[src/rtl/ptr_pkg.sv]
package ptr_pkg;
  // program memory geometry
  localparam int          PM_ADDR_W      = 14;           // 16K words
  localparam int          PM_DATA_W      = 16;
  localparam int          BYTE_W         = 8;
  localparam int          DM_ADDR_W      = 8;
  localparam int          TBLP_HI_POS    = 8;            // high pointer sits above low pointer
  localparam int          TBHP_W         = PM_ADDR_W - TBLP_HI_POS;
  localparam logic [7:0]  TBLP_RST       = 8'h00;
  localparam logic [7:0]  TBHP_RST       = 8'h00;
  localparam logic [7:0]  LATCH_RST      = 8'h00;
  localparam int          TABLE_CYCLES   = 2;            // instruction cycles per table op
  localparam int          FETCH_LATENCY  = 1;            // array read latency in cycles

  typedef enum logic [1:0] {
    PTR_OP_NONE,
    PTR_OP_SHORT,
    PTR_OP_LONG
  } ptr_op_t;

  // request from the core
  typedef struct packed {
    logic                 valid;
    ptr_op_t              op;
    logic [DM_ADDR_W-1:0] dest;
  } ptr_req_t;

  // data memory write toward the core
  typedef struct packed {
    logic                 we;
    logic [DM_ADDR_W-1:0] addr;
    logic [BYTE_W-1:0]    data;
  } ptr_dm_wr_t;
endpackage : ptr_pkg

[src/rtl/ptr_table_read.sv]
// How it works
// [RULE1] Address formed from low and high pointers
// [RULE2] Pointer reaches every word of 16K memory
// [RULE3] Every table read loads upper byte latch
// [RULE4] Software may write and read latch
// [RULE5] Table operation takes two instruction cycles
// [RULE6] Software masks interrupts around main-program reads
// [RULE7] Low byte goes to destination register
// [RULE8] Unimplemented upper-byte bits read as zero
// [RULE9] Table read leaves both pointers unchanged
`timescale 1ns/10ps
module ptr_table_read #(
  parameter int PM_ADDR_W = ptr_pkg::PM_ADDR_W,
  parameter int PM_DATA_W = ptr_pkg::PM_DATA_W
) (
  input  wire logic                   i_clk,
  input  wire logic                   i_rst_n,
  // core side
  input  wire ptr_pkg::ptr_req_t      i_req,
  output logic                        o_busy,
  output logic                        o_done,
  output ptr_pkg::ptr_dm_wr_t         o_dm_wr,
  // pointer and latch access by software
  input  wire logic                   i_tblp_we,
  input  wire logic                   i_tbhp_we,
  input  wire logic                   i_latch_we,
  input  wire logic [7:0]             i_wdata,
  output logic      [7:0]             o_tblp,
  output logic      [7:0]             o_tbhp,
  output logic      [7:0]             o_table_high_byte_latch,
  // program memory array
  output logic      [PM_ADDR_W-1:0]   o_pm_addr,
  output logic                        o_pm_rd,
  input  wire logic [PM_DATA_W-1:0]   i_pm_data
);

  if (PM_ADDR_W < 9 || PM_ADDR_W > 16) begin : g_bad_addr_w
    $error("ptr_table_read: PM_ADDR_W out of range");
  end
  if (PM_DATA_W <= ptr_pkg::BYTE_W || PM_DATA_W > 16) begin : g_bad_data_w
    $error("ptr_table_read: PM_DATA_W out of range");
  end

  typedef enum logic {
    PTR_IDLE,
    PTR_FETCH
  } ptr_state_t;

  ptr_state_t                          state_r;
  logic [7:0]                          tblp_r;
  logic [7:0]                          tbhp_r;
  logic [7:0]                          latch_r;
  logic [ptr_pkg::DM_ADDR_W-1:0]       dest_r;
  logic [PM_ADDR_W-1:0]                addr_nxt;
  logic [PM_ADDR_W-1:0]                addr_r;
  logic                                start;
  logic [7:0]                          hi_byte;

  ////////////////////////////////////////////////////////////////////////////
  // address forming
  ptr_addr_form #(
    .PM_ADDR_W (PM_ADDR_W)
  ) u_addr (
    .i_tblp (tblp_r),
    .i_tbhp (tbhp_r),
    .o_addr (addr_nxt)                                                // RULE1 RULE2
  );

  assign start = i_req.valid && (i_req.op != ptr_pkg::PTR_OP_NONE) && (state_r == PTR_IDLE);

  ////////////////////////////////////////////////////////////////////////////
  // sequencing: issue cycle then completion cycle
  always_ff @(posedge i_clk or negedge i_rst_n) begin
    if (!i_rst_n) begin
      state_r <= PTR_IDLE;
    end else begin
      case (state_r)
        PTR_IDLE: begin
          if (start) begin
            state_r <= PTR_FETCH;                                      // RULE5
          end
        end
        PTR_FETCH: begin
          state_r <= PTR_IDLE;                                         // RULE5
        end
        default: begin
          state_r <= PTR_IDLE;
        end
      endcase
    end
  end

  always_ff @(posedge i_clk or negedge i_rst_n) begin
    if (!i_rst_n) begin
      addr_r <= '0;
      dest_r <= '0;
    end else if (start) begin
      addr_r <= addr_nxt;                                              // RULE1
      dest_r <= i_req.dest;
    end
  end

  assign o_pm_addr = addr_r;
  assign o_pm_rd   = (state_r == PTR_FETCH);
  assign o_busy    = start || (state_r == PTR_FETCH);                  // RULE5

  ////////////////////////////////////////////////////////////////////////////
  // pointers: written only by software
  always_ff @(posedge i_clk or negedge i_rst_n) begin
    if (!i_rst_n) begin
      tblp_r <= ptr_pkg::TBLP_RST;
    end else if (i_tblp_we) begin
      tblp_r <= i_wdata;                                               // RULE9
    end
  end

  always_ff @(posedge i_clk or negedge i_rst_n) begin
    if (!i_rst_n) begin
      tbhp_r <= ptr_pkg::TBHP_RST;
    end else if (i_tbhp_we) begin
      tbhp_r <= i_wdata;                                               // RULE9
    end
  end

  ////////////////////////////////////////////////////////////////////////////
  // high byte latch; hardware load wins over software write
  assign hi_byte = 8'(i_pm_data[PM_DATA_W-1:ptr_pkg::BYTE_W]);         // RULE8

  always_ff @(posedge i_clk or negedge i_rst_n) begin
    if (!i_rst_n) begin
      latch_r <= ptr_pkg::LATCH_RST;
    end else if (state_r == PTR_FETCH) begin
      latch_r <= hi_byte;                                              // RULE3 RULE8
    end else if (i_latch_we) begin
      latch_r <= i_wdata;                                              // RULE4
    end
  end

  ////////////////////////////////////////////////////////////////////////////
  // low byte toward data memory
  always_ff @(posedge i_clk or negedge i_rst_n) begin
    if (!i_rst_n) begin
      o_dm_wr <= '0;
      o_done  <= 1'b0;
    end else begin
      o_done     <= (state_r == PTR_FETCH);
      o_dm_wr.we <= (state_r == PTR_FETCH);
      if (state_r == PTR_FETCH) begin
        o_dm_wr.addr <= dest_r;                                        // RULE7
        o_dm_wr.data <= i_pm_data[ptr_pkg::BYTE_W-1:0];                // RULE7
      end
    end
  end

  assign o_tblp                  = tblp_r;
  assign o_tbhp                  = tbhp_r;
  assign o_table_high_byte_latch = latch_r;                            // RULE4
endmodule : ptr_table_read

[src/rtl/ptr_addr_form.sv]
`timescale 1ns/10ps
module ptr_addr_form #(
  parameter int PM_ADDR_W = 14
) (
  input  wire logic [7:0]           i_tblp,
  input  wire logic [7:0]           i_tbhp,
  output logic      [PM_ADDR_W-1:0] o_addr
);
  if (PM_ADDR_W <= 8 || PM_ADDR_W > 16) begin : g_bad_addr_w
    $error("ptr_addr_form: PM_ADDR_W out of range");
  end
  // high pointer supplies bits above the low byte; excess high bits ignored
  logic [15:0] full_addr;
  assign full_addr = {i_tbhp, i_tblp};
  assign o_addr    = full_addr[PM_ADDR_W-1:0];
endmodule : ptr_addr_form

[config.mk]
export PLATFORM = sky130hd
export DESIGN_NAME = ptr_table_read
export DESIGN_NICKNAME = d
export VERILOG_FILES = /design/src/rtl/ptr_pkg.sv /design/src/rtl/ptr_table_read.sv /design/src/rtl/ptr_addr_form.sv
export SDC_FILE = /design/constraint.sdc
export NUM_CORES = 1
export LEC_CHECK = 0
export ABC_AREA = 1
export BUFFER_PORTS_ARGS = -buffer_cell sky130_fd_sc_hd__buf_2
export CORE_ASPECT_RATIO = 1.75
export CORE_MARGIN = 8
export CORE_UTILIZATION = 45
export CTS_CLUSTER_DIAMETER = 80
export CTS_CLUSTER_SIZE = 30
export DETAILED_ROUTE_END_ITERATION = 16
export PLACE_DENSITY_LB_ADDON = 0.1
export SLEW_MARGIN = 20
export SYNTH_ARGS = -nofsm -noshare
export SYNTH_HDL_FRONTEND = slang
export SYNTH_HIERARCHICAL = 1
export SYNTH_SLANG_ARGS = --single-unit
export TNS_END_PERCENT = 10
[constraint.sdc]
create_clock -name i_clk -period 1.3 [get_ports i_clk]
set_clock_uncertainty 0.05 [all_clocks]
set_input_delay 0.26 -clock i_clk [delete_from_list [all_inputs] [get_ports i_clk]]
set_output_delay 0.26 -clock i_clk [all_outputs]
set_load 0.005 [all_outputs]
Yosys cells after proc, flatten, opt, wreduce, memory -nomap -nowiden
Cells that the tools add are included.

storage, ports and cells
  register bits = 64
  output and inout bits = 58
  word-level logic and storage cells = 19

cells by class
  mux-type cells = 4
  bitwise operators = 1
  reduce and logical (&&, ||, !) cells = 5

operator list
  operator             number
  $mux W8              2
  $reduce_bool A2 Y1   2
  $logic_and A1 B1 Y1  2
  $pmux W1 S2          1
  $logic_or A1 B1 Y1   1
  $mux W1              1
  $not A1 Y1           1

Longest topological paths before layout
Gate-level depths: netlist (run 1).

  depth after elaboration = 5
  depth in mapped cells = 6

Hierarchy
Netlist (run 1), hierarchy kept.

by module, submodules not included
  module          times used  cells each  area an instance (µm²)  seq. area each (µm²)
  ptr_table_read  1           285         2625.0                  1601.5
  ptr_addr_form   1           14          105.1                   0.0

Worst setup path before layout (run 1)
Ideal clock, no wire load.

  kind = register to output
  start point = register state_r (netlist: o_pm_rd)
  end point = output port o_busy
  arrival time = 922 ps
  data required time = 990 ps
  setup slack = 68 ps
  stages on the path, launching flop included = 6
  cells stage by stage = dfrtp_1 -> buf_6 -> inv_4 -> buf_6 -> buf_8 -> nand2_1

on the way
  cells in the longest elaborated chain, start to end = 3

RTL lines
  element                 line                   text
  from (decl)             ptr_table_read.sv:49   ptr_state_t state_r;
  from (signal assigned)  ptr_table_read.sv:75   state_r <= PTR_IDLE;
  from (signal assigned)  ptr_table_read.sv:80   state_r <= PTR_FETCH;
  from (signal assigned)  ptr_table_read.sv:84   state_r <= PTR_IDLE;
  $not A1 Y1              ptr_table_read.sv:69   assign start = i_req.valid && (i_req.op != ptr_pkg::PTR_OP_NONE) && (state_r == PTR_IDLE);
  $logic_and A1 B1 Y1     ptr_table_read.sv:69
  $logic_or A1 B1 Y1 *    ptr_table_read.sv:105  assign o_busy = start || (state_r == PTR_FETCH);
  to (decl)               ptr_table_read.sv:20   output logic o_busy,

Mark *: on every way between the ends. The rest lies on a longest branch, timed or not.

Worst setup path in the final report (run 1)
  start point = register state_r (netlist: o_pm_rd)
  end point = output port o_pm_rd

RTL lines
  element    line                  text
  to (decl)  ptr_table_read.sv:33  output logic o_pm_rd,

No word-level cell between the ends.

==> results of run 1 <==
[flip-flops by register name, summed over array words and instances (netlist names)]
signal,cells
o_tbhp,8
dest_r,8
o_dm_wr,16
o_tblp,8
o_table_high_byte_latch,8
o_pm_addr,14
o_done,1
o_pm_rd,1
[final cells by class]
cell class                 count  area, um^2  area share [%]
sequential                    64        1600            46.2
multi-input combinational    185         850            24.5
timing repair buffer         111         616            17.8
clock buffer                  10         138            3.97
tap                           78        97.6            2.82
clock inverter                 6        82.6            2.38
inverter                      21        81.3            2.35
[routing by layer]
layer  global-route usage [%]  vias to the layer above  wire length (um)
met4                     5.93                        0                74
met2                     28.7                       73              3700
met5                        0                        -                 0
met1                     19.0                     1026              2860
li1                         -                     1119                 -
met3                     4.96                        6               453
[cells in the mapped netlist]
cell type,n
nand3_4,1
nand4_1,22
nor2_2,2
nand3_1,8
nand2_2,10
buf_4,17
inv_4,1
o21ai_0,16
dfrtp_1,64
nand2_1,125
buf_2,8
inv_1,20
buf_8,1
buf_6,4
[repair_timing]
item / CTS / global route
cloned: 0 / 1
resized for setup: 4 / 2
setup buffers: 3 / 0
endpoints found under the setup margin: 2 / 26
hold buffers: 1 / 0
pin swaps: 0 / 2
endpoints found under the hold margin: 64 / 0
[logic make-up after synthesis]
logic type | share of synthesized area [%]
compound gates | 2.93
flops | 58.7
buf+inv | 11.3
simple gates | 27.1
[path summary, 6_finish.rpt]
kind,cells past startpoint,start,end
worst max-delay path,2,o_pm_rd$_DFF_PN0_,o_pm_rd
worst min-delay path,3,i_pm_data[2],o_dm_wr[2]$_DFFE_PN0P_
worst max register to register,5,o_pm_rd$_DFF_PN0_,dest_r[7]$_DFFE_PN0P_
worst min register to register,2,o_dm_wr[15]$_DFFE_PN0P_,o_dm_wr[15]$_DFFE_PN0P_
max in group asynchronous,3,i_rst_n,dest_r[6]$_DFFE_PN0P_
min in group asynchronous,3,i_rst_n,o_done$_DFF_PN0_
[worst max-delay path, cell delays in order, from the launching register on]
cell and delay (ps):
dfrtp_1 430, buf_6 150, buf_6 100
[per-stage QoR]
step / hold slack (ps) / util, %
6_report: 69.0 / 58.9
5_1_grt: 65.6 / 58.9
4_1_cts: 53.1 / 58.6
3_5_place_dp: 251 / 54.0
3_3_place_gp: 253 / 54.0
2_1_floorplan: -85.6 / -
[power by group through the flow]
stage          clock [mW]  combinational, mW  sequential [mW]
2_1_floorplan           0              0.434             2.50
3_3_place_gp            0              0.859             2.48
3_5_place_dp            0              0.884             2.49
4_1_cts              1.92              0.908             2.45
5_1_grt              2.00               1.02             2.49
6_report             1.87              0.887             2.45
==> impl_metrics.json, run 1 <==
{
  "clock_sinks": 64,
  "final_common_cell": "nand2_1",
  "yosys_warnings": 6,
  "timing_worst_setup_path_type": "flop to output port",
  "vias_per_cell": 4.68,
  "place_area_um2": 3170,
  "die_area_um2": 8910,
  "die_h_um": 119,
  "clk_latency_ps": 340,
  "drt-pass1-iter-count": 4,
  "synth_cells": 299,
  "cp_max_fo": 3,
  "fillers": 571,
  "clk_pin_slew_worst_paths_ps": 70,
  "drt-initial-drc-count": 112,
  "ys_seq_area_share_pct": 58.7,
  "clockBufferDepth": 2,
  "setup_viol": 2,
  "grt_util_all_layers_pct": 16.9,
  "antenna_cells": 0,
  "htree_num_levels": 3,
  "grt_overflow": 0,
  "gp_congestion": 0.722,
  "cts_inserted_buffers": 9,
  "synth_top_area_share_pct": 58.7,
  "relSlewSlack_pct": 76.5,
  "p_leak_nw": 1.96,
  "min_path_type": "primary input to flop",
  "regToRegSetupSlack_ps": 60,
  "p_per_area_nw_per_um2": 1500,
  "vias": 2224,
  "drt_wl_total_mm": 7.09,
  "grt_pass1_wl_mm": 11.6,
  "io_pins": 98,
  "finalNonFillerCells": 475,
  "netlist_area_um2": 2730,
  "syn_nets": 339,
  "tightest_slew_ps": 353,
  "coreArea_um2": 5880,
  "maxCapViolations": 0,
  "cts_root_buf": "clkbuf_8",
  "yosysUniqueCellTypes": 14,
  "grt_pass1_vias": 2405,
  "final_cell_mix": "nand2_1, buf_2, dfrtp_1",
  "hold_viol": 0,
  "start_util_pct": 46.4,
  "internal-power_mw": 3.80,
  "wl_per_cell_um": 14.9,
  "fmax_mhz": 758,
  "drc": 0,
  "p_seq_share_pct": 47.1,
  "comb_power_share_pct": 17.0,
  "p_sw_mw": 1.40,
  "peakVddDrop_mv": 1.07,
  "fin_crit_ps": 1320,
  "end_kind": "output port",
  "cp.arrival_ps": 1010,
  "status": "finished with violations",
  "crit_required_ps": 990,
  "dp_cells": 454,
  "switching_share_pct": 27.0,
  "finalCritPeriodShare_pct": 101,
  "yosysTopAreaCell": "dfrtp_1",
  "cts_tree": "yes",
  "stdcell_area_um2": 3470,
  "clkPwrFrac_pct": 35.9,
  "syn2layout_area_growth_pct": 26.9,
  "grt_max_degree": 65,
  "num_rows": 37,
  "fin_setup_tns_ps": -37.0,
  "antenna_found_initial": 0,
  "nets": 432,
  "rsz0062_at_grt": "yes",
  "drv_slew": 0,
  "die_w_um": 74.9,
  "ys_top_cells_by_area": "dfrtp_1, nand2_1, nand4_1",
  "layout-drive-gt1-share_pct": 35.8,
  "synth.avg_cell_area_um2": 9.13,
  "start_kind": "flop",
  "power.total_mw": 5.21,
  "ant_nets": 0,
  "violations": "negative setup slack",
  "setup_ws_ps": -19.3,
  "synth-seq-cells": 64,
  "dp_hpwl_mm": 5.21,
  "io_buffers": 97,
  "dp_worst_setup_slack_ps": 71.1
}
Power figures use the tool's default switching activity.
==> run 2, diff against run 1 <==
--- a/config.mk
+++ b/config.mk
@@ -5,7 +5,6 @@
 export SDC_FILE = /design/constraint.sdc
 export NUM_CORES = 1
 export LEC_CHECK = 0
-export ABC_AREA = 1
 export BUFFER_PORTS_ARGS = -buffer_cell sky130_fd_sc_hd__buf_2
 export CORE_ASPECT_RATIO = 1.75
 export CORE_MARGIN = 8
@@ -14,6 +13,7 @@
 export CTS_CLUSTER_SIZE = 30
 export DETAILED_ROUTE_END_ITERATION = 16
 export PLACE_DENSITY_LB_ADDON = 0.1
+export RECOVER_POWER = 50
 export SLEW_MARGIN = 20
 export SYNTH_ARGS = -nofsm -noshare
 export SYNTH_HDL_FRONTEND = slang
==> impl_metrics.json, run 2 <==
{
  "status": "finished with violations",
  "violations": "negative setup slack",
  "grt_max_degree": 65,
  "drt_wl_total_mm": 6.02,
  "netlist_area_um2": 2650,
  "antenna_found_initial": 0,
  "nets": 305,
  "fmax_mhz": 651,
  "cts_tree": "yes",
  "clock_sinks": 64,
  "drt-pass1-iter-count": 4,
  "coreArea_um2": 5790,
  "top_register": "o_dm_wr",
  "clk_latency_ps": 330,
  "yosysUniqueCellTypes": 14,
  "rsz0062_at_grt": "yes",
  "setup_viol": 24,
  "yosysMostFrequentCell": "dfrtp_1",
  "clkPwrFrac_pct": 28.2,
  "relSlewSlack_pct": 62.0,
  "synth.avg_cell_area_um2": 15.7,
  "cts_root_buf": "clkbuf_8",
  "drc": 0,
  "fin_setup_tns_ps": -1360,
  "peakVddDrop_mv": 0.740,
  "antenna_cells": 0,
  "die_area_um2": 8700,
  "ys_top_cells_by_count": "dfrtp_1, mux2_2, mux2_4",
  "htree_num_levels": 3,
  "p_per_area_nw_per_um2": 1500,
  "die_h_um": 118,
  "io_pins": 98,
  "timing_worst_setup_path_type": "flop to output port",
  "gp_congestion": 0.692,
  "synthArstFlopShare_pct": 100,
  "stdcell_area_um2": 3380,
  "p_leak_nw": 1.67,
  "finalCritPeriodShare_pct": 118,
  "layout-drive-gt1-share_pct": 66.3,
  "synth_top_area_share_pct": 60.4,
  "crit_required_ps": 990,
  "synth_edf_count": 0,
  "vias": 1637,
  "tightest_slew_ps": 570,
  "wl_per_cell_um": 17.5,
  "synth_cells": 169,
  "start_util_pct": 45.8,
  "io_buffers": 97,
  "p_sw_mw": 1.27,
  "fin_util_pct": 58.4,
  "ys_top_cells_by_area": "dfrtp_1, mux2_2, mux2_4",
  "drv_slew": 0,
  "yosys_warnings": 6,
  "clockBufferDepth": 2,
  "ant_nets": 0,
  "min_path_type": "primary input to flop",
  "switching_share_pct": 25.1,
  "grt_util_all_layers_pct": 14.9,
  "grt_pass1_vias": 1906,
  "cp_max_fo": 3,
  "comb_power_share_pct": 21.5,
  "fin_crit_ps": 1540,
  "synth-seq-cells": 64,
  "cp.arrival_ps": 1230,
  "synth_ff_type": "dfrtp_1",
  "p_seq_share_pct": 50.3,
  "largest_register_ffs": 16,
  "place_area_um2": 3070,
  "vias_per_cell": 4.74,
  "whs_ps": 86.4,
  "grt_overflow": 0,
  "final_common_cell": "buf_2",
  "final_cell_mix": "buf_2, dfrtp_1, mux2_2",
  "num_rows": 37,
  "dp_hpwl_mm": 4.08,
  "start_kind": "flop",
  "end_kind": "output port",
  "internal-power_mw": 3.78,
  "yosysTopAreaCell": "dfrtp_1",
  "grt_pass1_wl_mm": 9.74,
  "drt-initial-drc-count": 55,
  "syn2layout_area_growth_pct": 27.4,
  "hold_viol": 0,
  "setup_ws_ps": -237,
  "maxCapViolations": 0,
  "cts_inserted_buffers": 9,
  "syn_nets": 209,
  "die_w_um": 74.0,
  "ys_seq_area_share_pct": 60.4,
  "clk_pin_slew_worst_paths_ps": 60
}
==> run 2: cell types whose count changed in the layout (fill, tap and decap cells not counted), moves of 2 or more <==
cell | before | now
bufinv_16 | 2 | 0
mux2_2 | 0 | 35
nand3_4 | 2 | 0
buf_12 | 1 | 4
mux2_4 | 0 | 19
nand2_1 | 124 | 8
nand3_1 | 8 | 0
o21ai_0 | 16 | 8
inv_1 | 20 | 0
buf_4 | 11 | 4
clkinv_2 | 3 | 1
nand2_2 | 11 | 0
nand4_1 | 22 | 0
mux2i_1 | 0 | 8
==> run 2: kinds of logic (layout without fill, tap and decap cells) <==
| kind of cell | Yosys count | in the layout | synth area share (%) |
|---|---|---|---|
| multiplexers | 62 | 62 | 28.6 |
| flip-flops | 64 | 64 | 60.4 |
| AO/OA/AOI/OAI | 9 | 9 | 1.84 |
| buffers and inverters | 24 | 121 | 7.27 |
| AND/OR/NAND/NOR | 10 | 11 | 1.84 |
==> run 2: metrics by stage <==
step	setup WS [ps]	std cells	power, mW
floorplan	-35.9	169	3.15
global placement	-411	322	3.59
detailed placement	-436	322	3.61
CTS	-256	344	5.14
global route	-270	345	5.34
finish	-237	345	5.05
==> run 2: layer usage <==
layer	up-vias	global-route usage, %	share of wire, %
li1	756	-	-
met1	807	16.3	38
met2	68	23.8	51
met3	6	6.31	9.4
met4	0	6.42	1.2
met5	-	0	0
==> run 2: cell type report <==
cell class / count / area (um^2)
sequential: 64 / 1600
multi-input combinational: 82 / 868
clock buffer: 12 / 155
timing repair buffer: 108 / 649
tap: 78 / 97.6
clock inverter: 1 / 5.00
fill: 507 / 2410
==> run 2: critical path, stage by stage, from the launching register on <==
cell,delay (ps)
dfrtp_2,430
buf_12,130
or2b_1,210
buf_2,130
==> run 2: repair_timing <==
action	in CTS	in global routing
resized for setup	7	1
pin swaps	2	2
hold buffers	1	0
endpoints found under the setup margin	41	40
gates cloned	2	0
hold endpoints to repair	64	0
setup buffers	6	1
==> run 2: power by group through the flow <==
| stage | logic, mW | clock network (mW) | registers [mW] |
|---|---|---|---|
| finish | 1.09 | 1.42 | 2.54 |
| global route | 1.19 | 1.55 | 2.59 |
| CTS | 1.11 | 1.48 | 2.55 |
| detailed placement | 1.04 | 0 | 2.58 |
| global placement | 1.02 | 0 | 2.57 |
| floorplan | 0.568 | 0 | 2.58 |
==> run 2: final timing paths <==
check,start,endpoint,slack (ps),cells past startpoint
hold reg to reg,o_dm_wr[10]$_DFFE_PN0P_,o_dm_wr[10]$_DFFE_PN0P_,450,1
setup / recovery,o_pm_rd$_DFF_PN0_,o_busy,-240,3
hold / removal,i_pm_data[13],o_table_high_byte_latch[5]$_DFFE_PN0P_,90,3
setup reg to reg,o_pm_rd$_DFF_PN0_,dest_r[7]$_DFFE_PN0P_,-70,4
max in group asynchronous,i_rst_n,o_pm_rd$_DFF_PN0_,280,3
min in group asynchronous,i_rst_n,o_pm_addr[9]$_DFFE_PN0P_,500,3
